File: src/verilog/smid_pkg.sv
// constants and types shared by the identification register bank
package smid_pkg;

    // ------------------------------------------------------------
    // register indices
    // ------------------------------------------------------------
    localparam logic [7:0] SMID_IDX_RESERVED = 8'h04;
    localparam logic [7:0] SMID_IDX_REV_VENDOR = 8'h05;
    localparam logic [7:0] SMID_IDX_CLASS_NUMBER = 8'h06;
    localparam logic [7:0] SMID_IDX_READ_LENGTH = 8'h07;

    // ------------------------------------------------------------
    // values and field layout
    // ------------------------------------------------------------
    localparam logic [7:0] SMID_RESERVED_VALUE = 8'hff;
    localparam logic [7:0] SMID_UNMAPPED_VALUE = 8'h00;
    localparam int SMID_LENGTH_W = 5;
    localparam logic [4:0] SMID_LENGTH_RESET = 5'h08;
    localparam logic [2:0] SMID_LENGTH_PAD = 3'h0;
    localparam int SMID_REV_LSB = 4;
    localparam int SMID_CLASS_LSB = 6;

    // ------------------------------------------------------------
    // serial framing
    // ------------------------------------------------------------
    localparam logic [3:0] SMID_ACK_BIT = 4'h8;
    localparam logic [3:0] SMID_FRAME_END = 4'h9;
    localparam logic [1:0] SMID_BYTE_INDEX = 2'h0;
    localparam logic [1:0] SMID_BYTE_COUNT = 2'h1;
    localparam logic [1:0] SMID_BYTE_DATA = 2'h2;
    localparam logic [6:0] SMID_DEFAULT_ADDR = 7'h2a;

    typedef enum logic [2:0] {
        SMID_IDLE = 3'b000,
        SMID_ADDR = 3'b001,
        SMID_RECV = 3'b011,
        SMID_SEND = 3'b010,
        SMID_WAIT = 3'b110
    } smid_state_type;

endpackage

File: src/verilog/smid_id_regs.sv
// serial management slave serving the identification and length bytes
// Summary of operation
// - index 4 always reads all ones
// - index 5 gives fixed revision and vendor
// - index 6 gives fixed class and number
// - index 7 low five bits writable, default eight
// - block read sends count, then bytes from index
`timescale 1ns/1ps
`default_nettype none
module smid_id_regs
    import smid_pkg::*;
#(
    parameter logic [6:0] SLAVE_ADDR = SMID_DEFAULT_ADDR
) (
    input wire logic ref_clk,
    input wire logic sys_rst,
    input wire logic smb_clk_in,
    input wire logic smb_data_in,
    output logic smb_data_out,
    output logic smb_data_oe,
    output logic [4:0] block_read_length
);

    logic clk_meta_reg, clk_sync_reg, clk_prev_reg;
    logic data_meta_reg, data_sync_reg, data_prev_reg;
    logic clk_rise, clk_fall, start_seen, stop_seen;
    smid_state_type state_reg;
    logic [3:0] bit_cnt_reg;
    logic [7:0] shift_reg;
    logic [7:0] tx_reg;
    logic [7:0] index_reg;
    logic [1:0] byte_num_reg;
    logic read_dir_reg, host_ack_reg;
    logic oe_reg, out_reg;
    logic wr_en;
    logic [7:0] rd_data;
    logic [4:0] read_length;
    logic [4:0] length_out_reg;
    logic addr_match;

    // ------------------------------------------------------------
    // pin synchronisers and line events
    // ------------------------------------------------------------
    always_ff @(posedge ref_clk or posedge sys_rst) begin
        if (sys_rst) begin
            clk_meta_reg <= 1'b1;
            clk_sync_reg <= 1'b1;
            clk_prev_reg <= 1'b1;
            data_meta_reg <= 1'b1;
            data_sync_reg <= 1'b1;
            data_prev_reg <= 1'b1;
        end else begin
            clk_meta_reg <= smb_clk_in;
            clk_sync_reg <= clk_meta_reg;
            clk_prev_reg <= clk_sync_reg;
            data_meta_reg <= smb_data_in;
            data_sync_reg <= data_meta_reg;
            data_prev_reg <= data_sync_reg;
        end
    end

    assign clk_rise = clk_sync_reg && !clk_prev_reg;
    assign clk_fall = !clk_sync_reg && clk_prev_reg;
    assign start_seen = clk_sync_reg && clk_prev_reg
                        && data_prev_reg && !data_sync_reg;
    assign stop_seen = clk_sync_reg && clk_prev_reg
                       && !data_prev_reg && data_sync_reg;
    assign addr_match = shift_reg[7:1] == SLAVE_ADDR;
    assign wr_en = clk_fall && state_reg == SMID_RECV
                   && bit_cnt_reg == SMID_ACK_BIT
                   && byte_num_reg == SMID_BYTE_DATA;

    // ------------------------------------------------------------
    // bit counter and receive shifter
    // ------------------------------------------------------------
    always_ff @(posedge ref_clk or posedge sys_rst) begin
        if (sys_rst) begin
            bit_cnt_reg <= 4'h0;
            shift_reg <= 8'h00;
            host_ack_reg <= 1'b0;
        end else if (start_seen || stop_seen) begin
            bit_cnt_reg <= 4'h0;
        end else if (clk_rise && state_reg != SMID_IDLE
                     && state_reg != SMID_WAIT) begin
            bit_cnt_reg <= bit_cnt_reg + 4'h1;
            if (bit_cnt_reg < SMID_ACK_BIT) begin
                shift_reg <= {shift_reg[6:0], data_sync_reg};
            end
            if (bit_cnt_reg == SMID_ACK_BIT) begin
                host_ack_reg <= !data_sync_reg;
            end
        end else if (clk_fall && bit_cnt_reg == SMID_FRAME_END) begin
            bit_cnt_reg <= 4'h0;
        end
    end

    // ------------------------------------------------------------
    // transfer state machine
    // ------------------------------------------------------------
    always_ff @(posedge ref_clk or posedge sys_rst) begin
        if (sys_rst) begin
            state_reg <= SMID_IDLE;
            read_dir_reg <= 1'b0;
            byte_num_reg <= SMID_BYTE_INDEX;
            index_reg <= 8'h00;
            tx_reg <= 8'h00;
        end else if (stop_seen) begin
            state_reg <= SMID_IDLE;
        end else if (start_seen) begin
            state_reg <= SMID_ADDR;
        end else if (clk_fall) begin
            case (state_reg)
                SMID_ADDR: begin
                    if (bit_cnt_reg == SMID_ACK_BIT) begin
                        read_dir_reg <= shift_reg[0];
                        if (!addr_match) begin
                            state_reg <= SMID_WAIT;
                        end
                    end else if (bit_cnt_reg == SMID_FRAME_END) begin
                        if (read_dir_reg) begin
                            state_reg <= SMID_SEND;
                            tx_reg <= {SMID_LENGTH_PAD, read_length};
                        end else begin
                            state_reg <= SMID_RECV;
                            byte_num_reg <= SMID_BYTE_INDEX;
                        end
                    end
                end
                SMID_RECV: begin
                    if (bit_cnt_reg == SMID_ACK_BIT) begin
                        if (byte_num_reg == SMID_BYTE_INDEX) begin
                            index_reg <= shift_reg;
                        end else if (byte_num_reg == SMID_BYTE_DATA) begin
                            index_reg <= index_reg + 8'h01;
                        end
                        if (byte_num_reg != SMID_BYTE_DATA) begin
                            byte_num_reg <= byte_num_reg + 2'h1;
                        end
                    end
                end
                SMID_SEND: begin
                    if (bit_cnt_reg == SMID_FRAME_END) begin
                        if (host_ack_reg) begin
                            tx_reg <= rd_data;
                            index_reg <= index_reg + 8'h01;
                        end else begin
                            state_reg <= SMID_WAIT;
                        end
                    end
                end
                SMID_IDLE, SMID_WAIT: begin
                    state_reg <= state_reg;
                end
                default: begin
                    state_reg <= SMID_IDLE;
                end
            endcase
        end
    end

    // ------------------------------------------------------------
    // open-drain data driver, changes on clock fall, released on start or stop
    // ------------------------------------------------------------
    always_ff @(posedge ref_clk or posedge sys_rst) begin
        if (sys_rst) begin
            oe_reg <= 1'b0;
            out_reg <= 1'b0;
        end else if (start_seen || stop_seen) begin
            oe_reg <= 1'b0;
        end else if (clk_fall) begin
            out_reg <= 1'b0;
            if (state_reg == SMID_ADDR && bit_cnt_reg == SMID_ACK_BIT) begin
                oe_reg <= addr_match;
            end else if (state_reg == SMID_RECV
                         && bit_cnt_reg == SMID_ACK_BIT) begin
                oe_reg <= 1'b1;
            end else if (state_reg == SMID_ADDR && read_dir_reg
                         && bit_cnt_reg == SMID_FRAME_END) begin
                oe_reg <= !SMID_LENGTH_PAD[2];
            end else if (state_reg == SMID_SEND
                         && bit_cnt_reg == SMID_FRAME_END) begin
                oe_reg <= host_ack_reg && !rd_data[7];
            end else if (state_reg == SMID_SEND
                         && bit_cnt_reg < SMID_ACK_BIT) begin
                oe_reg <= !tx_reg[3'h7 - bit_cnt_reg[2:0]];
            end else begin
                oe_reg <= 1'b0;
            end
        end
    end

    always_ff @(posedge ref_clk or posedge sys_rst) begin
        if (sys_rst) begin
            length_out_reg <= SMID_LENGTH_RESET;
        end else begin
            length_out_reg <= read_length;
        end
    end

    assign smb_data_oe = oe_reg;
    assign smb_data_out = out_reg;
    assign block_read_length = length_out_reg;

    smid_reg_bank u_bank (
        .ref_clk(ref_clk),
        .sys_rst(sys_rst),
        .wr_en(wr_en),
        .wr_index(index_reg),
        .wr_data(shift_reg),
        .rd_index(index_reg),
        .rd_data(rd_data),
        .read_length(read_length)
    );

    // ------------------------------------------------------------
    // checks
    // ------------------------------------------------------------
    a_count_sent_first: assert property (
        @(posedge ref_clk) disable iff (sys_rst)
        clk_fall && !start_seen && !stop_seen && state_reg == SMID_ADDR
        && read_dir_reg && bit_cnt_reg == SMID_FRAME_END |=>
        state_reg == SMID_SEND && tx_reg == {3'h0, $past(read_length)})
        else $error("block read did not start with the count");
    a_count_msb_low: assert property (
        @(posedge ref_clk) disable iff (sys_rst)
        clk_fall && !start_seen && !stop_seen && state_reg == SMID_ADDR
        && read_dir_reg && bit_cnt_reg == SMID_FRAME_END |=> oe_reg)
        else $error("count byte msb not driven low");
    a_next_byte_indexed: assert property (
        @(posedge ref_clk) disable iff (sys_rst)
        clk_fall && !start_seen && !stop_seen && state_reg == SMID_SEND
        && bit_cnt_reg == SMID_FRAME_END && host_ack_reg |=>
        tx_reg == $past(rd_data) && index_reg == $past(index_reg) + 8'h01)
        else $error("block read byte not taken from current index");
    a_write_acked: assert property (
        @(posedge ref_clk) disable iff (sys_rst)
        wr_en && !start_seen && !stop_seen |=> oe_reg)
        else $error("data write was not acknowledged");
    c_block_read: cover property (
        @(posedge ref_clk) disable iff (sys_rst)
        state_reg == SMID_SEND && host_ack_reg);
    c_read_ended: cover property (
        @(posedge ref_clk) disable iff (sys_rst)
        state_reg == SMID_SEND ##1 state_reg == SMID_WAIT);
    c_foreign_addr: cover property (
        @(posedge ref_clk) disable iff (sys_rst)
        state_reg == SMID_ADDR ##1 state_reg == SMID_WAIT);

endmodule // smid_id_regs
`default_nettype wire

File: src/verilog/smid_reg_bank.sv
// identification bytes and block read length register
`timescale 1ns/1ps
`default_nettype none
module smid_reg_bank
    import smid_pkg::*;
#(
    // identity values below are arbitrary
    parameter logic [3:0] REVISION_CODE = 4'h3,
    parameter logic [3:0] VENDOR_CODE = 4'h9,
    parameter logic [1:0] DEVICE_CLASS = 2'h0,
    parameter logic [5:0] DEVICE_NUMBER = 6'h2a
) (
    input wire logic ref_clk,
    input wire logic sys_rst,
    input wire logic wr_en,
    input wire logic [7:0] wr_index,
    input wire logic [7:0] wr_data,
    input wire logic [7:0] rd_index,
    output logic [7:0] rd_data,
    output logic [4:0] read_length
);

    logic [4:0] length_reg;

    // ------------------------------------------------------------
    // writable length, id bytes ignore writes
    // ------------------------------------------------------------
    always_ff @(posedge ref_clk or posedge sys_rst) begin
        if (sys_rst) begin
            length_reg <= SMID_LENGTH_RESET;
        end else if (wr_en && wr_index == SMID_IDX_READ_LENGTH) begin
            length_reg <= wr_data[SMID_LENGTH_W-1:0];
        end
    end

    assign read_length = length_reg;

    // ------------------------------------------------------------
    // read mux
    // ------------------------------------------------------------
    always_comb begin
        case (rd_index)
            SMID_IDX_RESERVED: rd_data = SMID_RESERVED_VALUE;
            SMID_IDX_REV_VENDOR: rd_data = {REVISION_CODE, VENDOR_CODE};
            SMID_IDX_CLASS_NUMBER: rd_data = {DEVICE_CLASS, DEVICE_NUMBER};
            SMID_IDX_READ_LENGTH: rd_data = {SMID_LENGTH_PAD, length_reg};
            default: rd_data = SMID_UNMAPPED_VALUE;
        endcase
    end

    // ------------------------------------------------------------
    // checks
    // ------------------------------------------------------------
    a_reserved_all_ones: assert property (
        @(posedge ref_clk) disable iff (sys_rst)
        rd_index == SMID_IDX_RESERVED |-> rd_data == 8'hff)
        else $error("reserved index did not read all ones");
    a_revision_vendor_fixed: assert property (
        @(posedge ref_clk) disable iff (sys_rst)
        rd_index == SMID_IDX_REV_VENDOR |->
        rd_data[7:SMID_REV_LSB] == REVISION_CODE
        && rd_data[SMID_REV_LSB-1:0] == VENDOR_CODE)
        else $error("revision and vendor byte wrong");
    a_class_number_fixed: assert property (
        @(posedge ref_clk) disable iff (sys_rst)
        rd_index == SMID_IDX_CLASS_NUMBER |->
        rd_data[7:SMID_CLASS_LSB] == DEVICE_CLASS
        && rd_data[SMID_CLASS_LSB-1:0] == DEVICE_NUMBER)
        else $error("class and number byte wrong");
    a_length_write_read: assert property (
        @(posedge ref_clk) disable iff (sys_rst)
        wr_en && wr_index == SMID_IDX_READ_LENGTH |=>
        length_reg == $past(wr_data[SMID_LENGTH_W-1:0]))
        else $error("length write did not land");
    a_length_pad_zero: assert property (
        @(posedge ref_clk) disable iff (sys_rst)
        rd_index == SMID_IDX_READ_LENGTH |->
        rd_data[7:SMID_LENGTH_W] == 3'h0
        && rd_data[SMID_LENGTH_W-1:0] == length_reg)
        else $error("length byte pad bits not zero");
    a_id_write_ignored: assert property (
        @(posedge ref_clk) disable iff (sys_rst)
        wr_en && wr_index != SMID_IDX_READ_LENGTH |=> $stable(length_reg))
        else $error("write to read-only index changed state");
    c_length_written: cover property (
        @(posedge ref_clk) disable iff (sys_rst)
        wr_en && wr_index == SMID_IDX_READ_LENGTH);

endmodule // smid_reg_bank
`default_nettype wire
File: config.mk
export PLATFORM = sky130hd
export DESIGN_NAME = smid_id_regs
export DESIGN_NICKNAME = d
export VERILOG_FILES = /design/src/verilog/smid_pkg.sv /design/src/verilog/smid_id_regs.sv /design/src/verilog/smid_reg_bank.sv
export SDC_FILE = /design/constraint.sdc
export NUM_CORES = 1
export LEC_CHECK = 0
export BUFFER_PORTS_ARGS = -buffer_cell sky130_fd_sc_hd__buf_2
export CAP_MARGIN = 5
export CORE_ASPECT_RATIO = 1.75
export CORE_MARGIN = 1.5
export CORE_UTILIZATION = 40
export DETAILED_ROUTE_END_ITERATION = 8
export HOLD_SLACK_MARGIN = 0.05
export REMOVE_ABC_BUFFERS = 1
export SYNTH_ARGS = -nofsm -noshare
export SYNTH_HDL_FRONTEND = slang
export SYNTH_SLANG_ARGS = --single-unit
File: constraint.sdc
create_clock -name ref_clk -period 2.85 [get_ports ref_clk]
set_input_delay 0.1425 -clock ref_clk [delete_from_list [all_inputs] [get_ports ref_clk]]
set_output_delay 0.1425 -clock ref_clk [all_outputs]
set_load 0.02 [all_outputs]
==> results.toml <==
[floorplan]
initial_utilization_pct = 41.6
io_pins = 11
die_area_um2 = 7380
fp-row-count = 39
core_um2 = 6590
fp.dieW_um = 65.6
fp.dieH_um = 113

[worst_setup_path]
required_ns = 3.02
crit_family = "compound AO/OA/AOI/OAI gates"
path_cells = "inv_1 -> ha_1 -> and3b_1 -> a32oi_1 -> nor2_1 -> mux2i_1"
critPathLaunchType = "register"
critical_path_class = "reg2reg"
r2r_start = "bit_cnt_reg[1]$_DFFE_PP0P_"
r2r_end = "index_reg[1]$_DFFE_PP0P_"
rr_worst_depth = 6
cp_num_buf_inv = 1
cp_max_fo = 11
critPathSlowestCell = "a32oi_1"
arrival_ns = 2.60
worst-r2r-setup-slack_ns = 0.42
end_kind = "register"
max_stage_delay_ns = 0.74

[cells_and_area]
layout_commonest_cell = "dfrtp_1"
nets = 268
layout-drive-gt1-share_pct = 22.6
syn2layout_area_growth_pct = 9.99
final_cell_mix = "43 x dfrtp_1, 16 x mux2_2, 13 x inv_1"
nFillCells = 627
diodes = 0

[routing]
via_per_inst = 5.62
wl_per_cell_um = 17.6
drc = 0
route.met3.wl_um = 124
wl_met2_mm = 3.23
drt_iter0_drc = 105
drtAntennaViolNets = 0
vias = 1905
wl_mm = 5.97
m1WireLength_mm = 2.42
top_layer_used = "met4"
dr.pass1.iters = 4

[timing]
rsz0062_at_grt = "false"
setup_viol = 0
period_needed_ns = 2.43
hold_violations = 0
finalCritPeriodShare_pct = 85.4
slew_violations = 0
worst_clock_skew_ns = 0.00479
max_freq_mhz = 411
worst_pin_slew_ns = 1.06
slew_headroom_pct = 29.3
tns_ns = 0
hold_slack_ns = 0.107

[clocking]
clk_pin_slew_worst_paths_ns = 0.07
clock_path_buffers = 2
clock-root-buffer = "clkbuf_16"
htree_levels = 2
cts_buffers = 5
postCtsResizedCells = 0
clock-sinks = 51
worstSkewPairLatency_ns = 0.30
cts_tree = "done"

[grt]
grtUsageTotal_pct = 17.8
grt_pass1_wl_mm = 9.78
antenna_found_initial = 0
grt_pass1_vias = 1920
grt_max_degree = 52
grt_remaining_overflow = 0

[power_and_ir_drop]
max-vdd-ir-drop_mv = 0.349
power_density_nw_per_um2 = 561
p_leak_nw = 1.32

[synthesis]
ys_seq_area_share_pct = 46.9
synthCells = 247
ys_async_sr_fraction_pct = 100
synth-edff-count = 0
netlist_area_um2 = 2740
ys_dominant_reg_cell = "dfrtp_1"
ys_types = 59
yosys_warnings = 0
ys_ff_latch = 51
syn_avg_cell_area_um2 = 11.1

[job]
maxCapViolations = 0

[place]
gp_congestion = 0.875
hpwl_mm = 4.33
numPortBuffers = 9

[worst_hold_path]
hp-class = "in2async"

[run_status]
status = "completed"
-- cell families (layout without fill, tap and decap cells) --
kind of cell / Yosys count / after routing / share of synthesized area [%]
fa+ha+maj: 8 / 8 / 3.65
buf+inv: 28 / 38 / 4.84
simple gates: 65 / 65 / 14.6
flops: 51 / 51 / 46.9
mux: 30 / 30 / 12.6
compound gates: 60 / 60 / 16.1
other cells: 1 / 1 / 0.137
xor+xnor: 4 / 4 / 1.28
-- power breakdown --
part / total, W / switching, W / internal, W
sequential: 0.000891 / 0.000104 / 0.000788
clock: 0.000604 / 0.000276 / 0.000328
combinational: 0.000198 / 0.0000965 / 0.000102
-- cells in the mapped netlist, types with 3 or more instances --
cell / number / share of area [%]
a211oi_1: 6 / 1.6
a21oi_1: 8 / 1.5
a2bb2oi_1: 5 / 1.6
a32oi_1: 3 / 0.96
buf_2: 7 / 1.3
clkbuf_1: 4 / 0.55
dfrtp_1: 43 / 39
dfstp_2: 8 / 7.7
ha_1: 8 / 3.6
inv_1: 14 / 1.9
mux2_2: 16 / 6.6
mux2_4: 5 / 2.7
mux2i_1: 9 / 3.3
nand2_1: 11 / 1.5
nand3_1: 6 / 1.1
nor2_1: 8 / 1.1
nor2b_1: 3 / 0.68
nor3_1: 7 / 1.3
nor4_1: 5 / 1.1
o2111ai_1: 3 / 0.96
o21ai_0: 9 / 1.6
o2bb2ai_1: 3 / 0.96
o31ai_1: 3 / 0.82
xor2_1: 4 / 1.3
-- worst max path at each step --
stage,from,end,slack (ns),cells after the start
2_1_floorplan,bit_cnt_reg[0]$_DFFE_PP0P_,u_bank.read_length[0]$_DFFE_PP0P_,0.73,4
3_3_place_gp,bit_cnt_reg[1]$_DFFE_PP0P_,index_reg[1]$_DFFE_PP0P_,0.58,6
3_5_place_dp,bit_cnt_reg[1]$_DFFE_PP0P_,index_reg[1]$_DFFE_PP0P_,0.47,6
4_1_cts,bit_cnt_reg[1]$_DFFE_PP0P_,index_reg[1]$_DFFE_PP0P_,0.46,6
5_1_grt,bit_cnt_reg[1]$_DFFE_PP0P_,index_reg[1]$_DFFE_PP0P_,0.28,6
6_report,bit_cnt_reg[1]$_DFFE_PP0P_,index_reg[1]$_DFFE_PP0P_,0.42,6
-- repair_timing --
action,CTS,global route
buffers inserted,0,0
hold endpoints to repair,2,0
hold buffers,2,0
-- metrics by stage --
step | util, % | power, W | worst slack (ns) | instance area (µm²) | std cells
2_1_floorplan | - | 0.00102 | 0.731 | 2660 | 233
3_5_place_dp | 43.2 | 0.00111 | 0.466 | 2850 | 329
3_3_place_gp | 43.2 | 0.00110 | 0.585 | 2850 | 329
6_report | 45.8 | 0.00169 | 0.417 | 3020 | 339
4_1_cts | 45.8 | 0.00171 | 0.462 | 3020 | 339
5_1_grt | 45.8 | 0.00177 | 0.283 | 3020 | 339
-- area by class of cell --
type                            instances  area, µm²  area share [%]
Sequential cell                        51       1290            42.6
Clock inverter                          3       23.8           0.788
Clock buffer                            5        125            4.15
Inverter                               14       52.6            1.74
Timing Repair Buffer                   16        103            3.40
Multi-Input combinational cell        168       1320            43.9
Tap cell                               82        103            3.40
-- per-layer routing --
layer	up-vias	track usage, %
met2	21	30.6
met4	0	9.03
met3	12	3.61
met1	931	20.4
met5	-	0
li1	941	-
No activity file was read; power rests on OpenSTA's default activity.
